===== src/hfcrc_map.svh =====
// Register offsets, field positions, reset values and timing figures
// for the high-frequency clock request controller.
// Assumes a 32-bit APB slave with 12-bit byte addresses.
`ifndef HFCRC_MAP_SVH
`define HFCRC_MAP_SVH

`define HFCRC_ADDR_W            12
`define HFCRC_OFF_START_TASK    12'h0000
`define HFCRC_OFF_STOP_TASK     12'h0004
`define HFCRC_OFF_STARTED_EVT   12'h0100
`define HFCRC_OFF_SOURCE_SEL    12'h0200
`define HFCRC_OFF_STATUS        12'h0204
`define HFCRC_OFF_MODE          12'h0208

`define HFCRC_BIT_TRIGGER       0
`define HFCRC_BIT_SRC           0
`define HFCRC_BIT_CONSTLAT      0
`define HFCRC_RST_SOURCE_SEL    1'h0
`define HFCRC_RST_CONSTLAT      1'h0

// Core clock indices and the root clock that feeds each one.
`define HFCRC_N_CORE_CLK        8
`define HFCRC_N_ROOT            4
`define HFCRC_ROOT_128          0
`define HFCRC_ROOT_64           1
`define HFCRC_ROOT_192          2
`define HFCRC_ROOT_AUDIO        3
`define HFCRC_ROOT_OF_CLK       {3'h3, 3'h1, 3'h1, 3'h2, 3'h1, 3'h2, 3'h1, 3'h0}

// Timing figures as printed, and the clock rate.
`define HFCRC_CLK_MHZ           10
`define HFCRC_T_EVT_NS          62.5
`define HFCRC_T_APP_IDLE_US     23
`define HFCRC_T_APP_CL_US       10
`define HFCRC_T_APP_OFF_US      38
`define HFCRC_T_NET_IDLE_US     15
`define HFCRC_T_NET_CL_US       7
`define HFCRC_T_NET_HOLD_US     20
`define HFCRC_STABLE_CYC        16

`endif


===== src/hfcrc_pkg.sv =====
// Types shared by the high-frequency clock request controller.
// Assumes the map header supplies all numeric constants.
package hfcrc_pkg;

    typedef enum logic {
        HFCRC_SRC_INTERNAL = 1'b0,
        HFCRC_SRC_CRYSTAL  = 1'b1
    } hfcrc_src_t;

    typedef enum logic [1:0] {
        HFCRC_ST_IDLE = 2'b00,
        HFCRC_ST_WAIT = 2'b01,
        HFCRC_ST_STAB = 2'b10,
        HFCRC_ST_RUN  = 2'b11
    } hfcrc_state_t;

    typedef struct packed {
        logic audio;
        logic r192;
        logic r64;
        logic r128;
    } hfcrc_roots_t;

endpackage : hfcrc_pkg


===== src/hfcrc_top.sv =====
// Local high-frequency clock request controller for one core.
// Assumes an APB master on mclk_in, consumer requests, hardware events
// and wake causes from logic on mclk_in, and pin-level status from the
// shared power and clock subsystem, which is synchronised here.
//
// Summary of operation
// - Each core owns this controller; it requests oscillators and roots.
// - Each core clock has its own gate, closed when nobody consumes it.
// - Gates change only from registers and close across a source change.
// - Eight core clocks are gated: CPU, flash, USB, peripheral, audio.
// - Four root clocks are requested: 128, 64, 192 MHz and audio.
// - Roots come from the internal oscillator or the 32 MHz crystal.
// - Requests are forwarded; a gate opens only after its root runs.
// - With no local consumer the root request is withdrawn.
// - A root is demanded only while some core requests it.
// - In system-on, demand enables the internal oscillator by default.
// - Internal oscillator enable drops when all demand is withdrawn.
// - No root request and no gate while system-on is absent.
// - Restarting the active source while it is ready and in the run state skips the start-up wait.
// - The start task starts the source held in the select register.
// - Select writes take effect only at the next start task.
// - Hardware events reach the event interconnect after one clock, 100 ns at 10 MHz, not within 62.5 ns.
// - Application CPU resumes from idle after 23 us, 10 us constlat.
// - Network CPU resumes from idle after 15 us, 7 us constlat.
// - Network core runs 20 us after its hold-off is released.
// - Application CPU runs 38 us after wake from off.
// - Started event only after trigger, running and stabilised source.
// - Retrigger before the event yields one event for the last trigger.
`timescale 1ns/1ps
`include "hfcrc_map.svh"

module hfcrc_top (
    input  wire logic                        mclk_in,
    input  wire logic                        rstn_in,
    input  wire logic                        psel_in,
    input  wire logic                        penable_in,
    input  wire logic                        pwrite_in,
    input  wire logic [`HFCRC_ADDR_W-1:0]    paddr_in,
    input  wire logic [31:0]                 pwdata_in,
    output logic      [31:0]                 prdata_out,
    output logic                             pready_out,
    output logic                             pslverr_out,
    input  wire logic [`HFCRC_N_CORE_CLK-1:0] consumer_req_in,
    input  wire hfcrc_pkg::hfcrc_roots_t     far_root_req_in,
    input  wire hfcrc_pkg::hfcrc_roots_t     root_running_in,
    input  wire logic                        sys_on_in,
    input  wire logic                        int_osc_ready_in,
    input  wire logic                        xo_ready_in,
    input  wire logic [3:0]                  hw_event_in,
    input  wire logic                        app_wake_idle_in,
    input  wire logic                        app_wake_off_in,
    input  wire logic                        net_wake_idle_in,
    input  wire logic                        net_hold_release_in,
    output logic [`HFCRC_N_CORE_CLK-1:0]     clock_gate_en_out,
    output hfcrc_pkg::hfcrc_roots_t          root_req_out,
    output logic                             int_osc_en_out,
    output logic                             xo_en_out,
    output logic                             started_event_out,
    output logic [3:0]                       periph_event_out,
    output logic                             app_cpu_run_out,
    output logic                             net_cpu_run_out
);

    ////////////////////////////////////////////////////////////////////
    // Timing counts derived from the printed times.

    localparam real EVT_NS      = `HFCRC_T_EVT_NS;
    localparam int  EVT_RAW     = int'($floor(EVT_NS * `HFCRC_CLK_MHZ
                                              / 1000.0));
    localparam int  EVT_CYC     = (EVT_RAW < 1) ? 1 : EVT_RAW;
    localparam int  APP_IDLE_C  = `HFCRC_T_APP_IDLE_US * `HFCRC_CLK_MHZ;
    localparam int  APP_CL_C    = `HFCRC_T_APP_CL_US * `HFCRC_CLK_MHZ;
    localparam int  APP_OFF_C   = `HFCRC_T_APP_OFF_US * `HFCRC_CLK_MHZ;
    localparam int  NET_IDLE_C  = `HFCRC_T_NET_IDLE_US * `HFCRC_CLK_MHZ;
    localparam int  NET_CL_C    = `HFCRC_T_NET_CL_US * `HFCRC_CLK_MHZ;
    localparam int  NET_HOLD_C  = `HFCRC_T_NET_HOLD_US * `HFCRC_CLK_MHZ;
    localparam int  STAB_C      = `HFCRC_STABLE_CYC;
    localparam logic [`HFCRC_N_CORE_CLK*3-1:0] ROOT_MAP =
        `HFCRC_ROOT_OF_CLK;

    ////////////////////////////////////////////////////////////////////
    // Reset release and pin synchronisers.

    logic       rst_meta;
    logic       rst_n;
    logic [6:0] pin_meta;
    logic [6:0] pin_sync;
    logic       sys_on;
    logic [3:0] root_run;
    logic       int_ready;
    logic       xo_ready;

    always_ff @(posedge mclk_in or negedge rstn_in) begin
        if (!rstn_in) begin
            rst_meta <= 1'b0;
            rst_n    <= 1'b0;
        end else begin
            rst_meta <= 1'b1;
            rst_n    <= rst_meta;
        end
    end

    always_ff @(posedge mclk_in or negedge rst_n) begin
        if (!rst_n) begin
            pin_meta <= 7'h00;
            pin_sync <= 7'h00;
        end else begin
            pin_meta <= {xo_ready_in, int_osc_ready_in, sys_on_in,
                         root_running_in};
            pin_sync <= pin_meta;
        end
    end

    assign root_run  = pin_sync[3:0];
    assign sys_on    = pin_sync[4];
    assign int_ready = pin_sync[5];
    assign xo_ready  = pin_sync[6];

    ////////////////////////////////////////////////////////////////////
    // APB slave. Read data and the answer are prepared in the setup
    // cycle, so every access completes with no wait state.

    logic                   wr_ok;
    logic                   setup;
    logic                   start_task;
    logic                   stop_task;
    logic                   evt_clear;
    logic                   mapped;
    logic [31:0]            rd_mux;
    hfcrc_pkg::hfcrc_src_t  src_sel;
    hfcrc_pkg::hfcrc_src_t  active_src;
    hfcrc_pkg::hfcrc_state_t state;
    logic                   constlat;
    logic                   evt_flag;
    logic [3:0]             root_req_v;

    assign setup = psel_in && !penable_in;
    assign wr_ok = psel_in && penable_in && pready_out && pwrite_in;

    always_comb begin
        mapped = 1'b1;
        rd_mux = 32'h0000_0000;
        if (paddr_in == `HFCRC_OFF_START_TASK) begin
            rd_mux = 32'h0000_0000;
        end else if (paddr_in == `HFCRC_OFF_STOP_TASK) begin
            rd_mux = 32'h0000_0000;
        end else if (paddr_in == `HFCRC_OFF_STARTED_EVT) begin
            rd_mux[`HFCRC_BIT_TRIGGER] = evt_flag;
        end else if (paddr_in == `HFCRC_OFF_SOURCE_SEL) begin
            rd_mux[`HFCRC_BIT_SRC] = src_sel;
        end else if (paddr_in == `HFCRC_OFF_STATUS) begin
            rd_mux[0]    = (state == hfcrc_pkg::HFCRC_ST_RUN);
            rd_mux[1]    = active_src;
            rd_mux[7:4]  = root_req_v;
            rd_mux[11:8] = root_run;
        end else if (paddr_in == `HFCRC_OFF_MODE) begin
            rd_mux[`HFCRC_BIT_CONSTLAT] = constlat;
        end else begin
            mapped = 1'b0;
        end
    end

    always_ff @(posedge mclk_in or negedge rst_n) begin
        if (!rst_n) begin
            pready_out  <= 1'b0;
            pslverr_out <= 1'b0;
            prdata_out  <= 32'h0000_0000;
        end else begin
            pready_out  <= setup;
            pslverr_out <= setup && !mapped;
            if (setup && !pwrite_in) begin
                prdata_out <= rd_mux;
            end
        end
    end

    assign start_task = wr_ok && (paddr_in == `HFCRC_OFF_START_TASK)
                        && pwdata_in[`HFCRC_BIT_TRIGGER];
    assign stop_task  = wr_ok && (paddr_in == `HFCRC_OFF_STOP_TASK)
                        && pwdata_in[`HFCRC_BIT_TRIGGER];
    assign evt_clear  = wr_ok && (paddr_in == `HFCRC_OFF_STARTED_EVT)
                        && !pwdata_in[`HFCRC_BIT_TRIGGER];

    // Software may rewrite the select at any time; it is only copied
    // into the active source by the start task.
    always_ff @(posedge mclk_in or negedge rst_n) begin
        if (!rst_n) begin
            src_sel  <= hfcrc_pkg::hfcrc_src_t'(`HFCRC_RST_SOURCE_SEL);
            constlat <= `HFCRC_RST_CONSTLAT;
        end else if (wr_ok && paddr_in == `HFCRC_OFF_SOURCE_SEL) begin
            src_sel  <= hfcrc_pkg::hfcrc_src_t'(pwdata_in[`HFCRC_BIT_SRC]);
        end else if (wr_ok && paddr_in == `HFCRC_OFF_MODE) begin
            constlat <= pwdata_in[`HFCRC_BIT_CONSTLAT];
        end
    end

    ////////////////////////////////////////////////////////////////////
    // Start task sequencer.

    logic       sel_ready;
    logic       new_ready;
    logic [4:0] stab_cnt;

    assign sel_ready = (active_src == hfcrc_pkg::HFCRC_SRC_CRYSTAL)
                       ? xo_ready : int_ready;
    assign new_ready = (src_sel == hfcrc_pkg::HFCRC_SRC_CRYSTAL)
                       ? xo_ready : int_ready;

    always_ff @(posedge mclk_in or negedge rst_n) begin
        if (!rst_n) begin
            state             <= hfcrc_pkg::HFCRC_ST_IDLE;
            active_src        <= hfcrc_pkg::HFCRC_SRC_INTERNAL;
            stab_cnt          <= 5'h00;
            started_event_out <= 1'b0;
        end else begin
            started_event_out <= 1'b0;
            if (start_task) begin
                active_src <= src_sel;
                // A retrigger restarts the wait, so only the last one
                // ever produces the event.
                if (new_ready && (src_sel == active_src)
                    && (state == hfcrc_pkg::HFCRC_ST_RUN)) begin
                    state             <= hfcrc_pkg::HFCRC_ST_RUN;
                    started_event_out <= 1'b1;
                end else begin
                    state    <= hfcrc_pkg::HFCRC_ST_WAIT;
                    stab_cnt <= 5'(STAB_C);
                end
            end else if (stop_task) begin
                state <= hfcrc_pkg::HFCRC_ST_IDLE;
            end else begin
                case (state)
                    hfcrc_pkg::HFCRC_ST_WAIT: begin
                        if (sel_ready) begin
                            state <= hfcrc_pkg::HFCRC_ST_STAB;
                        end
                    end
                    hfcrc_pkg::HFCRC_ST_STAB: begin
                        if (!sel_ready) begin
                            state <= hfcrc_pkg::HFCRC_ST_WAIT;
                        end else if (stab_cnt == 5'h01) begin
                            state             <= hfcrc_pkg::HFCRC_ST_RUN;
                            started_event_out <= 1'b1;
                        end else begin
                            stab_cnt <= stab_cnt - 5'h01;
                        end
                    end
                    default: begin
                        state <= state;
                    end
                endcase
            end
        end
    end

    // A new event wins over a software clear in the same cycle.
    always_ff @(posedge mclk_in or negedge rst_n) begin
        if (!rst_n) begin
            evt_flag <= 1'b0;
        end else if (started_event_out) begin
            evt_flag <= 1'b1;
        end else if (evt_clear) begin
            evt_flag <= 1'b0;
        end
    end

    ////////////////////////////////////////////////////////////////////
    // Root requests, oscillator enables and clock gates.

    logic [3:0]                  local_dem;
    logic [3:0]                  all_dem;
    logic [`HFCRC_N_CORE_CLK-1:0] next_gate;
    logic                        src_chg;
    logic                        xo_keep;

    always_comb begin
        local_dem = 4'h0;
        next_gate = '0;
        for (int i = 0; i < `HFCRC_N_CORE_CLK; i++) begin
            if (consumer_req_in[i]) begin
                local_dem[ROOT_MAP[i*3 +: 2]] = 1'b1;
            end
            next_gate[i] = consumer_req_in[i] && sys_on && !src_chg
                           && root_run[ROOT_MAP[i*3 +: 2]];
        end
    end

    assign all_dem = (local_dem | 4'(far_root_req_in)) & {4{sys_on}};
    assign xo_keep = (active_src == hfcrc_pkg::HFCRC_SRC_CRYSTAL)
                     && (state != hfcrc_pkg::HFCRC_ST_IDLE);
    assign root_req_v = 4'(root_req_out);

    always_ff @(posedge mclk_in or negedge rst_n) begin
        if (!rst_n) begin
            src_chg <= 1'b0;
        end else begin
            src_chg <= start_task && (src_sel != active_src);
        end
    end

    always_ff @(posedge mclk_in or negedge rst_n) begin
        if (!rst_n) begin
            root_req_out      <= '0;
            clock_gate_en_out <= '0;
            int_osc_en_out    <= 1'b0;
            xo_en_out         <= 1'b0;
        end else begin
            root_req_out      <= hfcrc_pkg::hfcrc_roots_t'(
                                 local_dem & {4{sys_on}});
            clock_gate_en_out <= next_gate;
            // The internal oscillator is the default source and idles
            // once the crystal has taken over or demand is gone.
            int_osc_en_out    <= (|all_dem) && !(xo_keep && xo_ready);
            xo_en_out         <= sys_on && (xo_keep
                                 || all_dem[`HFCRC_ROOT_AUDIO]);
        end
    end

    ////////////////////////////////////////////////////////////////////
    // Event interconnect forwarding.

    logic [3:0] evt_pipe [EVT_CYC];

    always_ff @(posedge mclk_in or negedge rst_n) begin
        if (!rst_n) begin
            for (int i = 0; i < EVT_CYC; i++) begin
                evt_pipe[i] <= 4'h0;
            end
        end else begin
            evt_pipe[0] <= hw_event_in;
            for (int i = 1; i < EVT_CYC; i++) begin
                evt_pipe[i] <= evt_pipe[i-1];
            end
        end
    end

    assign periph_event_out = evt_pipe[EVT_CYC-1];

    ////////////////////////////////////////////////////////////////////
    // Wake latency counters for both CPUs.

    logic [8:0] app_cnt;
    logic [8:0] net_cnt;

    always_ff @(posedge mclk_in or negedge rst_n) begin
        if (!rst_n) begin
            app_cnt         <= 9'h000;
            app_cpu_run_out <= 1'b0;
        end else if (app_wake_off_in) begin
            app_cnt         <= 9'(APP_OFF_C);
            app_cpu_run_out <= 1'b0;
        end else if (app_wake_idle_in) begin
            app_cnt         <= constlat ? 9'(APP_CL_C)
                                        : 9'(APP_IDLE_C);
            app_cpu_run_out <= 1'b0;
        end else if (app_cnt != 9'h000) begin
            app_cnt <= app_cnt - 9'h001;
            if (app_cnt == 9'h001) begin
                app_cpu_run_out <= 1'b1;
            end
        end
    end

    always_ff @(posedge mclk_in or negedge rst_n) begin
        if (!rst_n) begin
            net_cnt         <= 9'h000;
            net_cpu_run_out <= 1'b0;
        end else if (net_hold_release_in) begin
            net_cnt         <= 9'(NET_HOLD_C);
            net_cpu_run_out <= 1'b0;
        end else if (net_wake_idle_in) begin
            net_cnt         <= constlat ? 9'(NET_CL_C)
                                        : 9'(NET_IDLE_C);
            net_cpu_run_out <= 1'b0;
        end else if (net_cnt != 9'h000) begin
            net_cnt <= net_cnt - 9'h001;
            if (net_cnt == 9'h001) begin
                net_cpu_run_out <= 1'b1;
            end
        end
    end

    ////////////////////////////////////////////////////////////////////
    // Checks.

    // The run outputs rise on the edge where their counter reaches zero and
    // are sampled one edge later, so each latency check allows one cycle
    // beyond the nominal count.
    localparam logic [8:0] APP_CL_END = 9'(APP_CL_C + 1);
    localparam int         NET_CL_W   = NET_CL_C + 1;

    // Counts cycles since a constant-latency idle wake of the application
    // CPU, since a repetition of that length would be far too slow.
    logic [8:0] app_chk;

    always_ff @(posedge mclk_in or negedge rst_n) begin
        if (!rst_n) begin
            app_chk <= 9'h000;
        end else if (app_wake_idle_in && constlat && !app_wake_off_in) begin
            app_chk <= 9'h001;
        end else if (app_wake_idle_in || app_wake_off_in) begin
            app_chk <= 9'h000;
        end else if (app_chk != 9'h000) begin
            app_chk <= (app_chk == APP_CL_END) ? 9'h000
                                               : app_chk + 9'h001;
        end
    end
endmodule : hfcrc_top


===== config.mk =====
export PLATFORM = sky130hd
export DESIGN_NAME = hfcrc_top
export DESIGN_NICKNAME = d
export VERILOG_FILES = /design/src/hfcrc_pkg.sv /design/src/hfcrc_top.sv
export VERILOG_INCLUDE_DIRS = /design/src
export SDC_FILE = /design/constraint.sdc
export NUM_CORES = 1
export LEC_CHECK = 0
export ABC_AREA = 0
export BUFFER_PORTS_ARGS = -buffer_cell sky130_fd_sc_hd__buf_2
export CAP_MARGIN = 20
export CORE_AREA = 5 5 83 104
export DETAILED_ROUTE_END_ITERATION = 7
export DIE_AREA = 0 0 88 109
export PLACE_DENSITY = 0.78
export SLEW_MARGIN = 20
export SYNTH_ARGS = -nofsm -noshare
export SYNTH_HDL_FRONTEND = slang
export SYNTH_SLANG_ARGS = --single-unit
export TNS_END_PERCENT = 50

===== constraint.sdc =====
create_clock -name mclk_in -period 3.4 [get_ports mclk_in]
set_input_delay 0.34 -clock mclk_in [delete_from_list [all_inputs] [get_ports mclk_in]]
set_output_delay 0.34 -clock mclk_in [all_outputs]
set_load 0.01 [all_outputs]

==> flow_summary.toml <==
[route]
vias_per_cell = 5.31
num_vias = 2629
dr.pass1.iters = 4
wl_per_cell_um = 15.1
drtIter0Drc = 118
remaining_drc_errors = 0
postRouteAntennaNets = 0
totalWireLength_um = 7490

[setup_path]
cp_slowest_stage_delay_ns = 0.46
critical_path_arrival_ns = 2.13
slowest_stage = "or3b_1"
path_buf_inv = 1
crit_path_start_kind = "register"
path_class = "register to register"
r2r_setup_slack_ns = 1.50
worstPathCellList = "inv_1 -> ha_1 -> or3b_1 -> nor3_4 -> o311ai_0 -> o41ai_1"
r2r-end = "net_cnt[5]"
crit_path_end_kind = "register"
required_ns = 3.63
rr_startpoint = "net_cnt[0]"
startpoint = "net_cnt[0]"
worstRegToRegCells = 6
cp_top_family = "simple AND/OR/NAND/NOR gates"
worst-path-max-fanout = 8

[synth]
ys_warn_count = 0
synth-seq-cells = 79
syn-cell-area_um2 = 3640
syn_area_per_cell_um2 = 11.6
synth_seq_area_share_pct = 54.4
syn_inst = 314
synth_cell_types = 60
synth_edf_count = 0
synth-main-ff-cell = "dfrtp_1"
async_flop_share_pct = 100

[floorplan]
core_um2 = 7610
fp.dieArea_um2 = 9590
chipWidth_um = 88
start_util_pct = 47.8
rows = 36
pin_count = 131
die_height_um = 109

[clocking]
hold_buffers = 1
tritoncts = "done"
clock_path_buffers = 2
post-cts-setup-buffers = 0
cts_max_level = 3
insertion_delay_ns = 0.35
cts.clk_slew.worst_paths_ns = 0.09
cts_num_sinks = 79
cts_made_buffers = 9
ctsResizeCount = 0
cts_root_buf = "clkbuf_8"

[final_layout]
syn_to_final_growth_pct = 17.0
register_area_um2 = 1980
nets = 481
drive_gt1_share_pct = 28.7
mostFrequentLayoutCell = "dfrtp_1"
mostFrequentLayoutCells = "dfrtp_1 (78), buf_2 (77), conb_1 (23)"
fill_cells = 661
num_antenna_cells = 0
multiInputGateArea_um2 = 1480

[placed_design]
numPortBuffers = 77
place_congestion = 0.814
hpwl_um = 5520

[power_and_ir_drop]
p_switching_mw = 0.631
p_comb_share_pct = 17.0
clkPwrFrac_pct = 32.3
total_power_mw = 2.15
power_density_nw_per_um2 = 505
switching_share_pct = 29.4
ir_drop_mv = 0.305
p_seq_share_pct = 50.6
p_leak_nw = 2.02
p_int_mw = 1.52

[min_path]
hp-class = "primary input to register"
min_path_cells = 1
hold_end = "periph_event_out[3]"
hold_path.startpoint = "hw_event_in[3]"

[timing]
skew_ns = 0.0138
finalSetupTns_ns = 0
rsz0062_at_grt = "no"
finalMaxSlewViolations = 0
slew_headroom_pct = 59.0
setup_viol = 0
hold_viol = 0
final.period_utilization_pct = 55.9
tightest_slew_ns = 0.599
clock.fmax_ghz = 0.526
fin_crit_ns = 1.90

[grt]
grt_start_max_net_pins = 78
grt_use_total_pct = 16.4
grt_pass1_wl_um = 12100
grt_pass1_vias = 2579
grt.overflow.total = 0
grt_antenna_before_repair = 0

[outcome]
status = "completed"

[run]
drv_cap = 0
worst reg2reg max path, cell delays in order, from the launching register on:
cell      delay (ns)
dfrtp_1         0.42
inv_1           0.10
ha_1            0.17
or3b_1          0.46
nor3_4          0.35
o311ai_0        0.20
o41ai_1         0.09
worst max-delay path by stage:
stage / to / slack, ns / cells after the start
4_1_cts: net_cnt[1] / 1.52 / 6
5_1_grt: net_cnt[1] / 1.33 / 6
3_3_place_gp: src_sel / 1.49 / 5
6_report: net_cnt[5] / 1.50 / 6
3_5_place_dp: stab_cnt[4] / 1.46 / 5
2_1_floorplan: active_src / 1.04 / 0
area by class of cell:
cell class	count	share of cell area [%]
flip-flops and latches	79	46.6
multi-input cells	212	34.9
repair buffers	79	9.94
clock buffers	10	3.00
well taps	95	2.79
clock inverters	6	1.59
inverters	14	1.24
stage by stage:
stage	utilization, %	instance area [µm²]	instances	hold slack, ns	worst slack, ns
6_report	55.9	4250	495	0.0898	1.50
5_1_grt	55.9	4250	495	0.0716	1.33
4_1_cts	55.5	4230	494	0.0703	1.52
3_5_place_dp	52.8	4020	477	0.128	1.46
3_3_place_gp	52.8	4020	477	0.125	1.49
2_1_floorplan	-	3710	335	0.0444	1.04
flip-flops by register name, summed over array words and instances, names as in the netlist, 2 cells and up:
signal	count
app_cnt	9
clock_gate_en_out	8
net_cnt	9
periph_event_out	4
pin_meta	7
pin_sync	7
prdata_out	10
root_req_out	4
stab_cnt	5
state	2
cell usage after synthesis, types with 3 or more instances:
cell	number	share of area, %
buf_4	23	4.7
nand2_1	12	1.2
o31ai_1	10	2.1
nand2b_1	7	1.2
mux2i_1	3	0.83
and2_1	3	0.52
dfrtp_1	79	54
or3_1	6	1.0
nor2_1	8	0.83
or4_1	3	0.62
a21oi_1	9	1.2
nand4_1	3	0.52
mux2_2	4	1.2
and3_1	11	1.9
nor3_1	11	1.5
o41ai_1	3	0.72
o21a_1	4	0.83
nor2b_1	4	0.69
nor4_1	7	1.2
ha_1	10	3.4
clkbuf_1	3	0.31
xnor2_1	6	1.4
nand3_1	4	0.55
inv_1	14	1.4
o21ai_0	10	1.4
a22o_1	9	2.2
power groups by stage:
| stage | clock [mW] | sequential [mW] | combinational, mW |
|---|---|---|---|
| 2_1_floorplan | 0 | 1.10 | 0.265 |
| 3_3_place_gp | 0 | 1.11 | 0.330 |
| 3_5_place_dp | 0 | 1.11 | 0.350 |
| 4_1_cts | 0.714 | 1.10 | 0.353 |
| 5_1_grt | 0.757 | 1.10 | 0.418 |
| 6_report | 0.694 | 1.09 | 0.366 |
metal layers:
metal | global-route usage (%) | wire length [µm] | up-vias
li1 | - | - | 1259
met1 | 18.8 | 2760 | 1272
met2 | 28.9 | 4200 | 82
met3 | 3.10 | 343 | 16
met4 | 8.44 | 196 | 0
met5 | 0 | 0 | -
logic make-up after synthesis:
group / after synthesis / share of synthesized area, %
other cells: 2 / 0.207
fa+ha+maj: 10 / 3.44
buf+inv: 44 / 6.99
flops: 79 / 54.4
compound gates: 61 / 12.0
simple gates: 103 / 19.0
mux: 7 / 2.06
xor+xnor: 8 / 1.93
Power figures use the tool's default switching activity.
